$ cat src/core/cpsi_pkg.sv
// constants for the card punch status and interrupt controller
// assumes one system clock; host channel signals are on that clock
package cpsi_pkg;
    // host function word (Q) fields
    localparam int Q_DIR0 = 0;
    localparam int Q_DIR1 = 1;
    localparam int Q_STN_LO = 5;
    localparam int Q_STN_HI = 6;
    localparam logic [1:0] STATION_CODE = 2'h2;
    localparam int Q_EQ_LO = 7;
    localparam int Q_EQ_HI = 10;
    localparam int Q_W_LO = 11;
    localparam int Q_W_HI = 15;
    // director function bits on the data bus
    localparam int D_CLR_CTL = 0;
    localparam int D_CLR_INT = 1;
    localparam int D_DATA_IRQ = 2;
    localparam int D_EOP_IRQ = 3;
    localparam int D_ALM_IRQ = 4;
    localparam int D_FEED = 7;
    localparam int D_OFFSET = 8;
    localparam int D_FUNC_LO = 2;
    localparam int D_FUNC_HI = 8;
    // controller status word bits
    localparam int S1_READY = 0;
    localparam int S1_BUSY = 1;
    localparam int S1_INT = 2;
    localparam int S1_DATA = 3;
    localparam int S1_EOP = 4;
    localparam int S1_ALARM = 5;
    localparam int S1_PROT = 7;
    localparam int S1_ERROR = 8;
    // punch device status word bits
    localparam int S2_HOPPER = 0;
    localparam int S2_PERR = 7;
    localparam int S2_OFFLINE = 8;
    localparam int S2_INHIBIT = 9;
    // sizes
    localparam int WORD_W = 16;
    localparam int COLUMN_W = 12;
    localparam int COL_CNT_W = 7;
    localparam int LAST_COLUMN = 80;
    // synchronised device input vector
    localparam int IN_READY = 0;
    localparam int IN_OFFLINE = 1;
    localparam int IN_INHIBIT = 2;
    localparam int IN_HOPPER = 3;
    localparam int IN_PERR = 4;
    localparam int IN_COLACK = 5;
    localparam int IN_FEEDACK = 6;
    localparam int IN_PROT = 7;
    localparam int IN_EQ_LO = 8;
    localparam int IN_W = 12;
    // reset values
    localparam logic RST_DATA_FLAG = 1'b1;
    // timing
    localparam int CLK_MHZ = 50;
    localparam int BUSY_DROP_NS = 100;
    localparam int BUSY_DROP_CYC = BUSY_DROP_NS * CLK_MHZ / 1000;
    localparam int INT_SET_NS = 100;
    localparam int INT_SET_CYC = INT_SET_NS * CLK_MHZ / 1000;
    // column transfer states
    typedef enum logic [1:0] {
        XF_IDLE = 2'b01,
        XF_WAIT = 2'b10
    } cpsi_xfer_t;
endpackage

$ cat src/core/cpsi_dec_if.sv
// decode bundle between the controller and its instruction checker
// assumes both ends sit on the same clock
`timescale 1ns/1ns
interface cpsi_dec_if;
    logic readStb;
    logic writeStb;
    logic protectedInstr;
    logic [15:0] func;
    logic [15:0] busIn;
    logic [3:0] equipJumper;
    logic protectOn;
    logic ready;
    logic inhibit;
    logic dataStatus;
    logic isData;
    logic isDir;
    logic isStat1;
    logic isStat2;
    logic accept;
    logic extReject;
    logic intReject;
    modport dec (
        input readStb, writeStb, protectedInstr, func, busIn,
        input equipJumper, protectOn, ready, inhibit, dataStatus,
        output isData, isDir, isStat1, isStat2,
        output accept, extReject, intReject
    );
    modport ctl (
        output readStb, writeStb, protectedInstr, func, busIn,
        output equipJumper, protectOn, ready, inhibit, dataStatus,
        input isData, isDir, isStat1, isStat2,
        input accept, extReject, intReject
    );
endinterface

$ cat src/core/cpsi_decode.sv
// instruction checker: addressing, operation decode, reject decision
// assumes strobes are single-cycle pulses on the system clock
`timescale 1ns/1ns
module cpsi_decode (
    cpsi_dec_if.dec d
);
    wire strobe = d.readStb | d.writeStb;
    wire dir0 = d.func[cpsi_pkg::Q_DIR0];
    wire dir1 = d.func[cpsi_pkg::Q_DIR1];
    wire eqMiss = d.func[cpsi_pkg::Q_EQ_HI:cpsi_pkg::Q_EQ_LO] !=
        d.equipJumper;
    wire stnMiss = d.func[cpsi_pkg::Q_STN_HI:cpsi_pkg::Q_STN_LO] !=
        cpsi_pkg::STATION_CODE;
    wire wNonzero = |d.func[cpsi_pkg::Q_W_HI:cpsi_pkg::Q_W_LO];
    wire otherFuncs =
        |d.busIn[cpsi_pkg::D_FUNC_HI:cpsi_pkg::D_FUNC_LO];
    wire wrData = d.writeStb & ~dir1 & ~dir0;
    wire wrDir = d.writeStb & ~dir1 & dir0;
    wire feedBit = d.busIn[cpsi_pkg::D_FEED];

    wire badRead = d.readStb & ~dir0;
    wire badWrite = d.writeStb & dir1;
    wire protViol = d.writeStb & d.protectOn & ~d.protectedInstr;
    wire dataNotReady = wrData & ~d.dataStatus;
    wire dataInhibit = wrData & d.inhibit;
    wire dirNotReady = wrDir & ~d.ready & otherFuncs;
    wire feedInhibit = wrDir & feedBit & d.inhibit;

    assign d.intReject = strobe & (eqMiss | stnMiss | wNonzero);
    assign d.extReject = strobe & ~d.intReject &
        (badRead | badWrite | protViol | dataNotReady |
         dataInhibit | dirNotReady | feedInhibit);
    assign d.accept = strobe & ~d.intReject & ~d.extReject;
    assign d.isData = wrData;
    assign d.isDir = wrDir;
    assign d.isStat1 = d.readStb & dir0 & ~dir1;
    assign d.isStat2 = d.readStb & dir0 & dir1;
endmodule // cpsi_decode

$ cat src/core/cpsi_card_punch_ctl.sv
// card punch controller: status words, rejects and interrupt responses
// assumes host strobes and master clear share the system clock;
// punch lines and jumpers are asynchronous and are synchronised here
//
// Overview of operation
// - Busy drops in the same cycle the card done flag sets.
// - Interrupt status bit rises with the response, one cycle after cause.
// - Controller clear and master clear force data-ready set.
// - Data-ready clears on data write, feed, not ready, inhibit.
// - After column 80 data-ready stays clear until a new feed.
// - Card done sets at column 80 end, not for cards cut short.
// - Not ready during card processing sets card done and alarm.
// - Card done clears on feed, controller clear, master clear.
// - Alarm sets on not ready or inhibit in card, or on any punch error.
// - Error sets on punch echo error; feed or clears reset it.
// - Both director bits high on read returns the device status word.
// - Device word: hopper empty, punch error, offline, inhibit bits.
// - Punch inhibit rejects punch data writes and feed requests.
// - External reject for illegal codes, protect, not ready cases.
// - Internal reject, no answer, on address or width mismatch.
// - Three separate responses; clears drop all responses and every request not set in the same word.
// - Data response is request and data-ready, dropped on transfer.
// - Card done response only for an end after its request.
// - Alarm response while alarm exists with its request set.
// - Common response is the OR of the three responses.
// - Equipment number in function bits 7-10 must match jumpers.
// - Protect jumper shows in status; unprotected writes rejected.
// - Director bit 0 high, bit 1 low reads the controller status.
// - Punch data write carries twelve column bits on lines 0-11.
`timescale 1ns/1ns
module cpsi_card_punch_ctl (
    // system
    input wire logic clock,
    input wire logic rst,
    // host channel
    input wire logic host_master_clear,
    input wire logic readStb,
    input wire logic writeStb,
    input wire logic protectedInstr,
    input wire logic [15:0] func,
    input wire logic [15:0] busIn,
    output logic [15:0] busOut,
    output logic busOe,
    output logic reply,
    output logic extReject,
    // punch mechanism
    input wire logic punchReadyPin,
    input wire logic punchOfflinePin,
    input wire logic punchInhibitPin,
    input wire logic hopperEmptyPin,
    input wire logic punchErrorPin,
    input wire logic columnAckPin,
    input wire logic feedAckPin,
    output logic [11:0] punchColumn,
    output logic punchStrobe,
    output logic feedCmd,
    output logic offsetCmd,
    // board jumpers
    input wire logic [3:0] equipJumper,
    input wire logic protect_jumper,
    // interrupt responses
    output logic dataIntResp,
    output logic eopIntResp,
    output logic alarmIntResp,
    output logic commonIntResp
);
    localparam int NI = cpsi_pkg::IN_W;

    // three-stage input synchronisers with agreement filter
    logic [NI-1:0] sync1;
    logic [NI-1:0] sync2;
    logic [NI-1:0] sync3;
    logic [NI-1:0] filt;
    logic [NI-1:0] filtPrev;
    wire [NI-1:0] rawIn = {equipJumper, protect_jumper, feedAckPin,
        columnAckPin, punchErrorPin, hopperEmptyPin, punchInhibitPin,
        punchOfflinePin, punchReadyPin};

    genvar gi;
    generate
        for (gi = 0; gi < NI; gi++) begin : g_sync
            always_ff @(posedge clock) begin
                if (rst) begin
                    sync1[gi] <= 1'b0;
                    sync2[gi] <= 1'b0;
                    sync3[gi] <= 1'b0;
                    filt[gi] <= 1'b0;
                    filtPrev[gi] <= 1'b0;
                end else begin
                    sync1[gi] <= rawIn[gi];
                    sync2[gi] <= sync1[gi];
                    sync3[gi] <= sync2[gi];
                    if (sync2[gi] == sync3[gi]) begin
                        filt[gi] <= sync3[gi];
                    end
                    filtPrev[gi] <= filt[gi];
                end
            end
        end
    endgenerate

    // device conditions
    wire punchRdy = filt[cpsi_pkg::IN_READY];
    wire punch_offline_flag = filt[cpsi_pkg::IN_OFFLINE];
    wire inhibit = filt[cpsi_pkg::IN_INHIBIT];
    wire hopperEmpty = filt[cpsi_pkg::IN_HOPPER];
    wire punchErr = filt[cpsi_pkg::IN_PERR];
    wire protectOn = filt[cpsi_pkg::IN_PROT];
    wire [3:0] equipSet = filt[cpsi_pkg::IN_EQ_LO +: 4];
    wire ready = punchRdy & ~punch_offline_flag;
    wire [NI-1:0] rise = filt & ~filtPrev;
    wire perrRise = rise[cpsi_pkg::IN_PERR];
    wire colAckRise = rise[cpsi_pkg::IN_COLACK];
    wire feedAckRise = rise[cpsi_pkg::IN_FEEDACK];

    // flags
    cpsi_pkg::cpsi_xfer_t xferState;
    logic [cpsi_pkg::COL_CNT_W-1:0] colCount;
    logic busy;
    logic inCard;
    logic cutShort;
    logic dataFlag;
    logic card_done_flag;
    logic alarm;
    logic errorFlag;
    logic dataReq;
    logic eopReq;
    logic alarmReq;
    wire dataStatus = dataFlag & ready & ~inhibit;

    // instruction checker
    cpsi_dec_if dif ();
    assign dif.readStb = readStb;
    assign dif.writeStb = writeStb;
    assign dif.protectedInstr = protectedInstr;
    assign dif.func = func;
    assign dif.busIn = busIn;
    assign dif.equipJumper = equipSet;
    assign dif.protectOn = protectOn;
    assign dif.ready = ready;
    assign dif.inhibit = inhibit;
    assign dif.dataStatus = dataStatus;

    cpsi_decode u_decode (
        .d(dif.dec)
    );

    // accepted operations
    wire dirWr = dif.accept & dif.isDir;
    wire dataWr = dif.accept & dif.isData;
    wire clrCtl = dirWr & busIn[cpsi_pkg::D_CLR_CTL];
    wire clrInt = dirWr & busIn[cpsi_pkg::D_CLR_INT];
    wire feedReq = dirWr & busIn[cpsi_pkg::D_FEED];
    wire offReq = dirWr & busIn[cpsi_pkg::D_OFFSET];
    wire clrAll = clrCtl | host_master_clear;
    wire clrIrq = clrAll | clrInt;

    // column transfer events
    wire xferIdle = xferState == cpsi_pkg::XF_IDLE;
    wire colDone = ~xferIdle & colAckRise;
    wire lastCol = colDone &
        (colCount == cpsi_pkg::COL_CNT_W'(cpsi_pkg::LAST_COLUMN - 1));
    wire notReadyEvt = inCard & (~ready | inhibit);
    wire eopSet = (lastCol & ~cutShort) | notReadyEvt;

    always_ff @(posedge clock) begin
        if (rst || clrAll) begin
            xferState <= cpsi_pkg::XF_IDLE;
            punchStrobe <= 1'b0;
            punchColumn <= '0;
        end else if (xferIdle && dataWr) begin
            xferState <= cpsi_pkg::XF_WAIT;
            punchStrobe <= 1'b1;
            punchColumn <= busIn[cpsi_pkg::COLUMN_W-1:0];
        end else if (colDone) begin
            xferState <= cpsi_pkg::XF_IDLE;
            punchStrobe <= 1'b0;
        end
    end

    always_ff @(posedge clock) begin
        if (rst || clrAll || feedReq) begin
            colCount <= '0;
        end else if (colDone && !cutShort) begin
            colCount <= colCount + 1'b1;
        end
    end

    // card window, busy and cut-short tracking
    always_ff @(posedge clock) begin
        if (rst || clrAll) begin
            inCard <= 1'b0;
            cutShort <= 1'b0;
        end else begin
            if (feedReq) begin
                inCard <= 1'b1;
            end else if (lastCol || notReadyEvt) begin
                inCard <= 1'b0;
            end
            if (feedReq && busy) begin
                cutShort <= 1'b1;
            end else if (colDone) begin
                cutShort <= 1'b0;
            end
        end
    end

    always_ff @(posedge clock) begin
        if (rst || clrAll || !ready) begin
            busy <= 1'b0;
        end else if (eopSet || (colDone && cutShort)) begin
            busy <= 1'b0;
        end else if (dataWr) begin
            busy <= 1'b1;
        end
    end

    // data-ready
    always_ff @(posedge clock) begin
        if (rst || clrAll) begin
            dataFlag <= cpsi_pkg::RST_DATA_FLAG;
        end else if (feedAckRise) begin
            dataFlag <= 1'b1;
        end else if (feedReq || dataWr) begin
            dataFlag <= 1'b0;
        end else if (colDone && !lastCol && !cutShort) begin
            dataFlag <= 1'b1;
        end
    end

    // card done, alarm and error flags; set wins over feed clear
    always_ff @(posedge clock) begin
        if (rst) begin
            card_done_flag <= 1'b0;
            alarm <= 1'b0;
            errorFlag <= 1'b0;
        end else begin
            if (eopSet) begin
                card_done_flag <= 1'b1;
            end else if (feedReq || clrAll) begin
                card_done_flag <= 1'b0;
            end
            if (notReadyEvt || perrRise) begin
                alarm <= 1'b1;
            end else if (feedReq || clrAll) begin
                alarm <= 1'b0;
            end
            if (perrRise) begin
                errorFlag <= 1'b1;
            end else if (feedReq || clrAll) begin
                errorFlag <= 1'b0;
            end
        end
    end

    // feed and offset motion requests
    always_ff @(posedge clock) begin
        if (rst || clrAll) begin
            feedCmd <= 1'b0;
            offsetCmd <= 1'b0;
        end else begin
            if (feedReq) begin
                feedCmd <= 1'b1;
            end else if (feedAckRise) begin
                feedCmd <= 1'b0;
            end
            if (offReq) begin
                offsetCmd <= 1'b1;
            end else if (feedAckRise) begin
                offsetCmd <= 1'b0;
            end
        end
    end

    // interrupt requests; a request in the same word beats the clear
    always_ff @(posedge clock) begin
        if (rst) begin
            dataReq <= 1'b0;
            eopReq <= 1'b0;
            alarmReq <= 1'b0;
        end else begin
            if (dirWr && busIn[cpsi_pkg::D_DATA_IRQ]) begin
                dataReq <= 1'b1;
            end else if (clrIrq) begin
                dataReq <= 1'b0;
            end
            if (dirWr && busIn[cpsi_pkg::D_EOP_IRQ]) begin
                eopReq <= 1'b1;
            end else if (clrIrq) begin
                eopReq <= 1'b0;
            end
            if (dirWr && busIn[cpsi_pkg::D_ALM_IRQ]) begin
                alarmReq <= 1'b1;
            end else if (clrIrq) begin
                alarmReq <= 1'b0;
            end
        end
    end

    // interrupt responses
    wire respKill = clrIrq | feedReq;
    wire next_dataResp = dataReq & dataStatus & ~respKill & ~dataWr;
    wire next_eopResp = ~respKill &
        (eopIntResp | (eopSet & eopReq));
    wire next_alarmResp = alarmReq & alarm & ~respKill;

    always_ff @(posedge clock) begin
        if (rst) begin
            dataIntResp <= 1'b0;
            eopIntResp <= 1'b0;
            alarmIntResp <= 1'b0;
            commonIntResp <= 1'b0;
        end else begin
            dataIntResp <= next_dataResp;
            eopIntResp <= next_eopResp;
            alarmIntResp <= next_alarmResp;
            commonIntResp <= next_dataResp | next_eopResp |
                next_alarmResp;
        end
    end

    // status words, sampled when the read is taken
    wire [15:0] stat1 = 16'(
        (ready << cpsi_pkg::S1_READY) |
        (busy << cpsi_pkg::S1_BUSY) |
        (commonIntResp << cpsi_pkg::S1_INT) |
        (dataStatus << cpsi_pkg::S1_DATA) |
        (card_done_flag << cpsi_pkg::S1_EOP) |
        (alarm << cpsi_pkg::S1_ALARM) |
        (protectOn << cpsi_pkg::S1_PROT) |
        (errorFlag << cpsi_pkg::S1_ERROR));
    wire [15:0] stat2 = 16'(
        (hopperEmpty << cpsi_pkg::S2_HOPPER) |
        (punchErr << cpsi_pkg::S2_PERR) |
        (punch_offline_flag << cpsi_pkg::S2_OFFLINE) |
        (inhibit << cpsi_pkg::S2_INHIBIT));
    wire statRead = dif.accept & (dif.isStat1 | dif.isStat2);
    wire [15:0] readWord = dif.isStat2 ? stat2 : stat1;

    always_ff @(posedge clock) begin
        if (rst) begin
            busOut <= '0;
            busOe <= 1'b0;
            reply <= 1'b0;
            extReject <= 1'b0;
        end else begin
            busOut <= statRead ? readWord : 16'h0000;
            busOe <= statRead;
            reply <= dif.accept;
            extReject <= dif.extReject;
        end
    end
endmodule // cpsi_card_punch_ctl

$ cat config.mk
export PLATFORM = sky130hd
export DESIGN_NAME = cpsi_card_punch_ctl
export DESIGN_NICKNAME = d
export VERILOG_FILES = /design/src/core/cpsi_pkg.sv /design/src/core/cpsi_dec_if.sv /design/src/core/cpsi_decode.sv /design/src/core/cpsi_card_punch_ctl.sv
export SDC_FILE = /design/constraint.sdc
export NUM_CORES = 1
export LEC_CHECK = 0
export BUFFER_PORTS_ARGS = -buffer_cell sky130_fd_sc_hd__buf_2
export CAP_MARGIN = 20
export CORE_MARGIN = 5
export CORE_UTILIZATION = 52
export CTS_CLUSTER_DIAMETER = 100
export CTS_CLUSTER_SIZE = 28
export DETAILED_ROUTE_END_ITERATION = 12
export PLACE_DENSITY = 0.74
export SLEW_MARGIN = 20
export SYNTH_ARGS = -nofsm -noshare
export SYNTH_HDL_FRONTEND = slang
export SYNTH_SLANG_ARGS = --single-unit
export TNS_END_PERCENT = 5
$ cat constraint.sdc
create_clock -name clock -period 3.1 [get_ports clock]
set_input_delay 0.465 -clock clock [delete_from_list [all_inputs] [get_ports clock]]
set_output_delay 0.465 -clock clock [all_outputs]
set_load 0.02 [all_outputs]
Word level (Yosys, flattened, before mapping)
Cells that the tools add are included.
{"block": "classes", "n_addsub": 1, "n_eq_ne": 16, "muxes": 21, "n_bitwise": 85, "reduce_logical": 37}
{"cell": "1-bit AND", "n": 41}
{"cell": "2-bit nonzero test", "n": 12}
{"cell": "1-bit 2-to-1 mux", "n": 18}
{"cell": "1-bit OR", "n": 18}
{"cell": "8-bit by 9-bit OR with 9-bit output", "n": 2}
{"cell": "1-bit inverter", "n": 14}
{"cell": "1-bit equality test", "n": 12}
{"cell": "10-bit 2-to-1 mux", "n": 1}
{"cell": "9-bit by 10-bit OR with 10-bit output", "n": 1}
{"cell": "1-bit logical AND", "n": 9}
{"cell": "1-bit logical OR", "n": 8}
{"cell": "1-bit by 8-bit OR with 8-bit output", "n": 1}
{"cell": "6-bit by 8-bit OR with 8-bit output", "n": 1}
{"cell": "7-bit by 1-bit adder with 7-bit output, second input constant", "n": 1}
{"cell": "7-bit AND", "n": 1}
{"cell": "7-bit equality test, second input constant", "n": 1}
{"cell": "7-bit inverter", "n": 1}
{"cell": "7-bit OR reduction", "n": 1}
{"cell": "5-bit by 6-bit OR with 6-bit output", "n": 1}
{"cell": "2-bit OR reduction", "n": 3}
{"cell": "4-bit by 5-bit OR with 5-bit output", "n": 1}
{"cell": "5-bit OR reduction", "n": 1}
{"cell": "2-bit 2-to-1 mux", "n": 2}
{"cell": "4-bit inequality test", "n": 1}
{"cell": "other kinds (6)", "n": 8}
{"block": "totals", "regBits": 112, "input_bits": 50}

Longest topological paths before layout
Gate-level depths: netlist (run 1).
{"block": "depth", "depth_word": 23, "depth_mapped": 7}

Cells and area by module
From an unflattened synthesis (run 1), not the netlist that was laid out.
{"block": "hier_totals", "cells_unflattened": 379, "area_unflattened_um2": 3560.9}
{"module": "cpsi_card_punch_ctl", "instances": 1, "cells_per_inst": 351, "area_each_um2": 3367.0, "seq_area_each_um2": 2001.9}
{"module": "cpsi_decode", "instances": 1, "cells_per_inst": 28, "area_each_um2": 193.9, "seq_area_each_um2": 0.0}

Least setup slack after synthesis (run 1)
Ideal clock, no wire load.
{"block": "synth_timing", "kind": "input to register", "from": "input func[5]", "to": "register cutShort", "setup_time_ns": 0.117, "arrival_ns": 2.169, "t_required_ns": 2.983, "path_slack_ns": 0.814, "stages": 6, "n_path_buf": 1, "path_cell_list": "or4b_4 nor4_4 o2111ai_2 o21ai_2 buf_2 nor2_1"}
{"block": "synth_via", "elab_chain_len": 13, "word_cells_on_any_way": 17, "classes_between": "eq/ne: 1; mux: 1; bitwise: 12; reduce/logical: 3"}
{"item": "from (decl)", "line": "cpsi_card_punch_ctl.sv:40", "source": "input wire logic [15:0] func,"}
{"item": "2-bit inequality test (*)", "line": "cpsi_decode.sv:12", "source": "wire stnMiss = d.func[cpsi_pkg::Q_STN_HI:cpsi_pkg::Q_STN_LO] !="}
{"item": "1-bit OR (*) (2 in series)", "line": "cpsi_decode.sv:29", "source": "assign d.intReject = strobe & (eqMiss | stnMiss | wNonzero);"}
{"item": "1-bit AND (*)", "line": "cpsi_decode.sv:29"}
{"item": "1-bit inverter (*)", "line": "cpsi_decode.sv:30, cpsi_decode.sv:33"}
{"item": "1-bit AND (*)", "line": "cpsi_decode.sv:30, cpsi_decode.sv:33"}
{"item": "1-bit AND", "line": "cpsi_decode.sv:30", "source": "assign d.extReject = strobe & ~d.intReject &"}
{"item": "1-bit inverter", "line": "cpsi_decode.sv:33", "source": "assign d.accept = strobe & ~d.intReject & ~d.extReject;"}
{"item": "1-bit AND (*)", "line": "cpsi_decode.sv:33"}
{"item": "1-bit AND (*)", "line": "cpsi_card_punch_ctl.sv:149", "source": "wire dirWr = dif.accept & dif.isDir;"}
{"item": "1-bit AND, on equally long branches", "line": "cpsi_card_punch_ctl.sv:153, cpsi_card_punch_ctl.sv:151"}
{"item": "1-bit logical AND or 1-bit OR (tied branches)", "line": "cpsi_card_punch_ctl.sv:200, cpsi_card_punch_ctl.sv:155"}
{"item": "1-bit 2-to-1 mux, or another cell as far along", "line": "cpsi_card_punch_ctl.sv:200", "source": "if (feedReq && busy) begin"}
{"item": "to (signal assigned)", "line": "cpsi_card_punch_ctl.sv:193", "source": "cutShort <= 1'b0;"}
{"item": "to (signal assigned)", "line": "cpsi_card_punch_ctl.sv:201", "source": "cutShort <= 1'b1;"}
{"item": "to (signal assigned)", "line": "cpsi_card_punch_ctl.sv:203", "source": "cutShort <= 1'b0;"}
{"item": "to (decl)", "line": "cpsi_card_punch_ctl.sv:121", "source": "logic cutShort;"}
Every way passes the cells marked *; elsewhere a longest branch is shown, timed or not.
A chain may end at the register's enable or synchronous reset.

Worst setup path after layout (run 1)
{"block": "layout_timing", "from": "input func[5]", "to": "register busOut[2]"}
{"block": "layout_via", "elab_chain_len": 12}
{"item": "2-bit inequality test (*)", "line": "cpsi_decode.sv:12"}
{"item": "1-bit OR (*) (2 in series)", "line": "cpsi_decode.sv:29"}
{"item": "1-bit AND (*)", "line": "cpsi_decode.sv:29"}
{"item": "1-bit inverter (*)", "line": "cpsi_decode.sv:30, cpsi_decode.sv:33"}
{"item": "1-bit AND (*)", "line": "cpsi_decode.sv:30, cpsi_decode.sv:33"}
{"item": "1-bit AND", "line": "cpsi_decode.sv:30"}
{"item": "1-bit inverter", "line": "cpsi_decode.sv:33"}
{"item": "1-bit AND (*)", "line": "cpsi_decode.sv:33"}
{"item": "1-bit AND (*)", "line": "cpsi_card_punch_ctl.sv:337", "source": "wire statRead = dif.accept & (dif.isStat1 | dif.isStat2);"}
{"item": "1-bit inverter (no source line) (*)"}
{"item": "2-bit OR reduction (no source line) (*)"}
{"item": "to (signal assigned)", "line": "cpsi_card_punch_ctl.sv:347", "source": "busOut <= statRead ? readWord : 16'h0000;"}
{"item": "to (decl)", "line": "cpsi_card_punch_ctl.sv:42", "source": "output logic [15:0] busOut,"}
Marks and branches as above.

==> results of run 1 <==
==> flip-flops by register name, summed over array words and instances (netlist names), 2 cells and up <==
| register | count |
|---|---|
| sync2 | 12 |
| punchColumn | 12 |
| sync1 | 12 |
| colCount | 7 |
| sync3 | 12 |
| filtPrev | 3 |
| dif.equipJumper | 4 |
| filt | 2 |
| busOut | 9 |
==> Yosys cell counts (3+ instances only) <==
| cell | number |
|---|---|
| sky130_fd_sc_hd__nor4_1 | 5 |
| sky130_fd_sc_hd__nand4_1 | 10 |
| sky130_fd_sc_hd__nor3_1 | 7 |
| sky130_fd_sc_hd__o22ai_1 | 4 |
| sky130_fd_sc_hd__a21oi_1 | 23 |
| sky130_fd_sc_hd__nor2_1 | 37 |
| sky130_fd_sc_hd__mux2i_1 | 15 |
| sky130_fd_sc_hd__xor2_1 | 9 |
| sky130_fd_sc_hd__inv_1 | 14 |
| sky130_fd_sc_hd__nand2_1 | 20 |
| sky130_fd_sc_hd__o211ai_1 | 4 |
| sky130_fd_sc_hd__dfxtp_1 | 100 |
| sky130_fd_sc_hd__and3_1 | 3 |
| sky130_fd_sc_hd__buf_4 | 8 |
| sky130_fd_sc_hd__clkbuf_1 | 8 |
| sky130_fd_sc_hd__nand2b_1 | 7 |
| sky130_fd_sc_hd__o21ai_0 | 18 |
| sky130_fd_sc_hd__nor2b_1 | 43 |
==> metal layers <==
| layer | vias up | part of all wire (%) |
|---|---|---|
| met5 | - | 0 |
| met4 | 0 | 1.3 |
| met1 | 1246 | 45 |
| li1 | 1413 | - |
| met2 | 78 | 48 |
| met3 | 8 | 5.0 |
==> cells in the final DEF (no fill, tap or decap), drive strengths merged, types with 4 or more instances in the layout <==
master	synthesis	routed
a21oi	23	23
conb	1	7
nor4	6	6
o21ai	19	19
nand4	10	10
xor2	9	9
nand2	21	21
mux2i	15	15
inv	14	16
o211ai	4	4
nor3	8	8
dfxtp	100	100
clkbuf	8	10
nor2	37	37
nor2b	43	43
buf	11	78
o22ai	5	5
nand2b	7	7
==> final timing paths <==
check / startpoint / to / slack [ns]
max: func[5] / busOut[2]$_SDFF_PP0_ / 0.79
min: feedAckPin / sync1[6]$_SDFF_PP0_ / 0.30
max reg2reg: dif.equipJumper[1]$_SDFFE_PP0N_ / busOut[2]$_SDFF_PP0_ / 0.97
min reg2reg: sync1[5]$_SDFF_PP0_ / sync2[5]$_SDFF_PP0_ / 0.44
==> stage by stage <==
step	setup WS (ns)	cell area, um^2	power [mW]
2_1_floorplan	0.814	3680	1.41
3_3_place_gp	0.580	4090	1.44
3_5_place_dp	0.458	4090	1.45
4_1_cts	0.832	4300	2.28
5_1_grt	0.699	4300	2.35
6_report	0.789	4300	2.26
==> power groups by stage <==
stage               sequential (mW)  combinational (mW)  clock, mW
floorplan                      1.34              0.0680          0
CTS                            1.31               0.106      0.867
global route                   1.31               0.117      0.924
detailed placement             1.34               0.106          0
global placement               1.34               0.103          0
finish                         1.31               0.106      0.847
==> kinds of logic (layout without fill, tap and decap cells) <==
| family | after synthesis | in the layout | synth area share, % |
|---|---|---|---|
| DFF | 100 | 100 | 54.8 |
| AOI/OAI and AO/OA | 67 | 67 | 11.8 |
| muxes | 15 | 15 | 4.11 |
| xor gates and xnor gates | 10 | 10 | 2.40 |
| adders and majority gates | 1 | 1 | 0.342 |
| and+or+nand+nor | 146 | 146 | 22.0 |
| buffers and inverters | 33 | 108 | 4.49 |
| other | 1 | 7 | 0.103 |
==> worst max-delay path: cells and delay by family <==
family | cells | cell delay [ns]
AOI/OAI and AO/OA | 1 | 0.63
buffers and inverters | 1 | 0.10
and+or+nand+nor | 4 | 1.37
==> final cells by class <==
type / count / area share, %
sequential: 100 / 46.6
multi-input combinational: 246 / 35.1
timing repair buffer: 78 / 9.38
clock buffer: 10 / 3.20
tap: 96 / 2.80
clock inverter: 6 / 1.66
inverter: 14 / 1.22
==> reports/metrics.sh, run 1 <==
STATUS='complete, no violations'
MAXIMUM_NUMBER_OF_PINS_ON_ONE_NET_BEFORE_GLOBAL_ROUTE_REPAIR=54
FILLERINSTANCES=624
CP_DATA_ARRIVAL_TIME_NS=2.56
SYNTH_EDF_COUNT=0
GRT_USE_MET3_PCT=6.25
SYNTH.CELL_AREA_UM2=3650
FINAL_WIRELENGTH_UM=7540
CELL_TOTAL_AFTER_PLACEMENT=534
CRITICAL_PATH.CELL_CHAIN='buf_2 -> or4b_4 -> nor4_4 -> nand2_2 -> a2111o_1 -> nor4_1'
TIMING.SETUP.CRITICAL_PATH_CLASS='in -> reg'
FINAL_NET_COUNT=500
CRITICAL-PATH-SLOWEST-CELL='sky130_fd_sc_hd__a2111o_1'
SWITCHING_POWER_mW=0.514
SYNTHESIS.YOSYS.WARNINGS=0
BUSIEST_LAYER='met2'
POWER.INTERNAL_mW=1.75
COMB_POWER_SHARE_PCT=4.7
CTS_HTREE_LEVELS=3
MAX-CLOCK-PATH-BUFFERS=2
BOUNDARYPINS=88
R2R_CELLS=5
VIAS=2745
GR-USAGE-MET2_PCT=28.0
FP.DIEAREA_UM2=8800
WHS_PATH_DEPTH=2
YOSYSUNIQUECELLTYPES=52
SYNTH.TOP_CELL.AREA_SHARE_PCT=54.8
MULTIINPUTGATEAREA_UM2=1510
MET1_TRACK_DEMAND_OVER_RESOURCE_PCT=22.1
GRT_ANTENNA_BEFORE_REPAIR=0
DIE_WIDTH_UM=93.8
POWER_FRAC_SEQ_PCT=57.9
POSTCTSHOLDBUFS=0
CELL_TYPES_WITH_THE_LARGEST_AREA_SHARE_AFTER_SYNTHESIS='sky130_fd_sc_hd__dfxtp_1 (55%), sky130_fd_sc_hd__nor2b_1 (7.4%), sky130_fd_sc_hd__mux2i_1 (4.1%)'
REGISTER_AREA_UM2=2000
AREA_GROWTH_SYNTH_TO_FINISH_PCT=17.6
CHIPHEIGHT_UM=93.8
DETAIL_ROUTE.FIRST_PASS.ITERATIONS=5
AVGROUTEDWIREPERCELL_UM=13.7
FINALCOREUTILIZATION_PCT=62.9
POWER.DENSITY_nW_PER_UM2=527
CTS_TREE='built'
GRT_PASS1_WL_UM=12300
CTS_REPAIR_RESIZE_COUNT=0
FLOORPLAN.ROWS=30
VIA_PER_INST=4.99
MINIMUM_CLOCK_PERIOD_AFTER_LAYOUT_NS=2.31
GR-TOTAL-OVERFLOW=0
SETUP-VIOLATIONS-FINAL=0
BUFFER_PORTS.INSERTED=73
SLEW_HEADROOM_PCT=58.2
SEQ_AREA_FRAC_SYNTH_PCT=54.8
SLEW_LIMIT_FAILS=0
DETAIL_ROUTE.DRC_VIOLATIONS=0
LAYOUT.CELLS.NON_FILLER=550
STARTING_DRC_COUNT_IN_DETAILED_ROUTING=136
WORST_SETUP_HOLD_PATH_CLK_SLEW_NS=0.09
ANTENNA_VIOLATING_NETS_REMAINING=0
WORST_CASE_HOLD_SLACK_NS=0.300
INSERTEDDIODECOUNT=0
MIN_PATH_TYPE='in -> reg'
FRACTION_OF_FINAL_LAYOUT_CELLS_SIZED_BEYOND_DRIVE_STRENGTH_1_PCT=22.9
CLOCK_TREE.ROOT_CELL='sky130_fd_sc_hd__clkbuf_8'
FINALHOLDVIOLATIONS=0
INITIAL_UTILIZATION_PCT=53.5
TIGHTESTPINTRANSITION_NS=0.624
FIRST_GLOBAL_VIAS=2691
DRV.MAX_CAP_VIOLATION_COUNT=0
SYNTH_AREA_LEADER_CELL='sky130_fd_sc_hd__dfxtp_1'
SKEW_NS=0.00741
SYN-INSTANCE-COUNT=373
CRITPATHLAUNCHTYPE='input port'
CLOCK_INSERTION_DELAY_WORST_SKEW_NS=0.36
CTS_SETUP_BUFFERS=0
P_LEAK_nW=1.84
CORE_AREA_UM2=6830
CLOCK-SINKS=100
MAXCLOCKFREQUENCY_GHz=0.433
SYNTH.FF_LATCH_COUNT=100
IRDROPWORSTVDD_V=0.000404
FIN_CRIT_SH_PCT=74.5
NUMCTSBUFFERS=9
SYNTH-ASYNC-RESET-RATIO_PCT=0
DP.FINAL_HPWL_UM=5580
WORST-ENDPOINT-REQUIRED_NS=3.35
SWITCHING_SHARE_PCT=22.7
RSZ0062_AT_GRT='no'
POSTSYNTH.TOPFLOPCELL='sky130_fd_sc_hd__dfxtp_1'
TIMING.CRITICAL_PATH.SLOWEST_CELL_DELAY_NS=0.63
CP_MAX_FO=12
POST_SYNTH.CELL_AREA_AVG_UM2=9.79
GP_CONGESTION=0.867
FINAL.SETUP.TNS_NS=0
PWR-SHARE-CLK_PCT=37.4
SETUP.WORST_PATH.END_CLASS='flop'
GRT_USE_TOTAL_PCT=17.7
(Power assumes the default switching activity.)
==> inputs of run 2 (changes only) <==
==> constraint.sdc (replaced) <==
create_clock -name clock -period 2.4 [get_ports clock]
set_input_delay 0.36 -clock clock [delete_from_list [all_inputs] [get_ports clock]]
set_output_delay 0.36 -clock clock [all_outputs]
set_load 0.02 [all_outputs]
==> run 2 against run 1 <==
Effect of this change:
- clock-buffer cell count stayed put
- wire length is 2.2% lower
- sequential share of layout area is 0.52 points lower
- setup slack worse by 0.50 ns
- register-to-register slack worse by 0.59 ns
- global-route usage is 0.13 points lower
- die area stayed put
- via count is 4.2% higher
- power is 26% higher
- critical path type unchanged
- critical endpoint is now busOut[3]$_SDFF_PP0_
- largest cell class unchanged
- largest power group unchanged
- highest routed layer unchanged
==> reports/metrics.sh, run 2 (same netlist as run 1, synthesis figures left out) <==
R2R_CELLS=5  # unchanged
CRITICAL-PATH-SLOWEST-CELL='sky130_fd_sc_hd__a2111o_1'  # unchanged
CP.BUFFERS_INVERTERS=1  # unchanged
TIGHTESTPINTRANSITION_NS=0.631  # was 0.624 ns
INSERTEDDIODECOUNT=0  # unchanged
HOLD_PATH_STARTPOINT='equipJumper[0]'  # was feedAckPin
FINAL_NET_COUNT=507  # was 500
TIMING.SETUP.CRITICAL_PATH_CLASS='in -> reg'  # unchanged
REG2REG_SETUP_SLACK_NS=0.38  # was 0.97 ns
MINIMUM_CLOCK_PERIOD_AFTER_LAYOUT_NS=2.11
FINAL_CELL_MIX='sky130_fd_sc_hd__dfxtp_1 (100), sky130_fd_sc_hd__buf_2 (73), sky130_fd_sc_hd__nor2b_1 (43)'  # unchanged
GRT_ANTENNA_BEFORE_REPAIR=0  # unchanged
FP.DIEAREA_UM2=8800  # unchanged
POST-ROUTE-CELL-AREA_UM2=4350  # was 4300 um^2
GP_CONGESTION=0.865  # was 0.867
CHIPHEIGHT_UM=93.8  # unchanged
TIMING.CRITICAL_PATH.SLOWEST_CELL_DELAY_NS=0.59  # was 0.63 ns
GRT_USE_TOTAL_PCT=17.5  # was 17.7%
CTS_HTREE_LEVELS=3  # unchanged
CRITPATHLAUNCHTYPE='input port'  # unchanged
SETUP.WORST_PATH.END_CLASS='flop'  # unchanged
FLOORPLAN.ROWS=30  # unchanged
FRACTION_OF_FINAL_LAYOUT_CELLS_SIZED_BEYOND_DRIVE_STRENGTH_1_PCT=23.9  # was 22.9%
MAX-CLOCK-PATH-BUFFERS=2  # unchanged
SKEW_NS=0.00606  # was 0.00741 ns
WORST_R2R_STARTPOINT='dif.equipJumper[3]$_SDFFE_PP0N_'  # was dif.equipJumper[1]$_SDFFE_PP0N_
GRT_PASS1_WL_UM=12200  # was 12300 um
GRT_USE_MET3_PCT=4.65  # was 6.25%
LAYOUT.CELLS.MOST_COMMON='sky130_fd_sc_hd__dfxtp_1'  # unchanged
BOUNDARYPINS=88  # unchanged
ANTENNA_VIOLATING_NETS_REMAINING=0  # unchanged
DIE_WIDTH_UM=93.8  # unchanged
MAXIMUM_NUMBER_OF_PINS_ON_ONE_NET_BEFORE_GLOBAL_ROUTE_REPAIR=40  # was 54
CP_DATA_ARRIVAL_TIME_NS=2.36  # was 2.56 ns
FIRST_GLOBAL_VIAS=2733  # was 2691
FINALHOLDVIOLATIONS=0  # unchanged
POSTCTSHOLDBUFS=0  # unchanged
CTS_REPAIR_RESIZE_COUNT=0  # unchanged
CTS_TREE='built'  # unchanged
CP_MAX_FO=12  # unchanged
AREA_GROWTH_SYNTH_TO_FINISH_PCT=18.9  # was 17.6%
HOLD_PATH_END='sync1[8]$_SDFF_PP0_'  # was sync1[6]$_SDFF_PP0_
WHS_PATH_DEPTH=2  # unchanged
SLEW_HEADROOM_PCT=57.8  # was 58.2%
GR-TOTAL-OVERFLOW=0  # unchanged
STARTING_DRC_COUNT_IN_DETAILED_ROUTING=135  # was 136
DP.FINAL_HPWL_UM=5500  # was 5580 um
MIN_PATH_TYPE='in -> reg'  # unchanged
WORST_SETUP_HOLD_PATH_CLK_SLEW_NS=0.09  # about the same
P_LEAK_nW=1.86  # was 1.84 nW
DETAIL_ROUTE.FIRST_PASS.ITERATIONS=4  # was 5
AVGROUTEDWIREPERCELL_UM=13.2  # was 13.7 um
CRITICAL-PATH-TOP-DELAY-FAMILY='simple AND/OR/NAND/NOR gates'  # unchanged
FIN_CRIT_SH_PCT=87.8
CLOCK_TREE.ROOT_CELL='sky130_fd_sc_hd__clkbuf_8'  # unchanged
BUFFER_PORTS.INSERTED=73  # unchanged
CAPTURING_POINT_OF_THE_WORST_REG2REG_PATH='busOut[3]$_SDFF_PP0_'  # was busOut[2]$_SDFF_PP0_
RSZ0062_AT_GRT='no'  # unchanged
SLEW_LIMIT_FAILS=0  # unchanged
VIAS=2860  # was 2745
DRV.MAX_CAP_VIOLATION_COUNT=0  # unchanged
FINALCOREUTILIZATION_PCT=63.6  # was 62.9%
CTS_SETUP_BUFFERS=0  # unchanged
STATUS='complete, no violations'  # unchanged
SETUP-VIOLATIONS-FINAL=0  # unchanged
DETAIL_ROUTE.DRC_VIOLATIONS=0  # unchanged
MAXCLOCKFREQUENCY_GHz=0.475
BUSIEST_LAYER='met2'  # unchanged
DPL_CELL_AREA_UM2=4150  # was 4090 um^2
GR-USAGE-MET2_PCT=27.4  # was 28.0%
FINAL_WIRELENGTH_UM=7380  # was 7540 um
INITIAL_UTILIZATION_PCT=53.5  # unchanged
MET1_TRACK_DEMAND_OVER_RESOURCE_PCT=22.5  # was 22.1%
CORE_AREA_UM2=6830  # unchanged
VIA_PER_INST=5.13  # was 4.99
WORST-ENDPOINT-REQUIRED_NS=2.65  # was 3.35 ns
FILLERINSTANCES=624  # unchanged
CLOCK-SINKS=100  # unchanged
IRDROPWORSTVDD_V=0.000443  # was 0.000404 V
POWER.DENSITY_nW_PER_UM2=658  # was 527 nW/um^2
NUMCTSBUFFERS=9  # unchanged
CRITICAL_PATH.CELL_CHAIN='buf_2 -> or4b_4 -> nor4_4 -> nand2_2 -> a2111o_1 -> nor4_1'  # unchanged
CLOCK_INSERTION_DELAY_WORST_SKEW_NS=0.35  # was 0.36 ns
==> run 2: layer usage <==
layer | vias to the layer above | routed length, um
met4 | 0 | 185
li1 | 1432 | -
met3 | 18 | 515
met2 | 92 | 3480
met5 | - | 0
met1 | 1318 | 3200
==> run 2: how the worst max path moves through the flow <==
| stage | cells past startpoint | from | endpoint |
|---|---|---|---|
| finish | 6 | func[5] | busOut[3]$_SDFF_PP0_ |
| global route | 6 | func[5] | busOut[1]$_SDFF_PP0_ |
| CTS | 6 | func[5] | busOut[3]$_SDFF_PP0_ |
| detailed placement | 6 | func[5] | busOut[3]$_SDFF_PP0_ |
| global placement | 6 | func[5] | busOut[3]$_SDFF_PP0_ |
| floorplan | 6 | func[5] | cutShort$_SDFFE_PP0P_ |
==> run 2: per-stage QoR <==
stage               total power, mW  setup slack [ns]  hold WS, ns  TNS, ns  cells
finish                         2.86             0.293        0.208        0    557
global route                   2.99             0.200        0.204        0    557
CTS                            2.88             0.287        0.197        0    557
detailed placement             1.87           -0.0753        0.422   -0.143    541
global placement               1.87            0.0278        0.416        0    541
floorplan                      1.82             0.219        0.414        0    379
==> run 2: layout make-up <==
cell class	count	area (um^2)	share of cell area (%)
clock buffers	10	128	2.94
clock inverters	6	65.1	1.50
inverters	14	52.6	1.21
multi-input cells	246	1510	34.8
flip-flops and latches	100	2000	46.1
well taps	96	120	2.76
repair buffers	85	468	10.8
==> run 2: power by group <==
group / internal (mW) / switching (mW) / total (mW)
combinational: 0.0604 / 0.0836 / 0.144
clock: 0.482 / 0.540 / 1.02
sequential: 1.68 / 0.00821 / 1.69
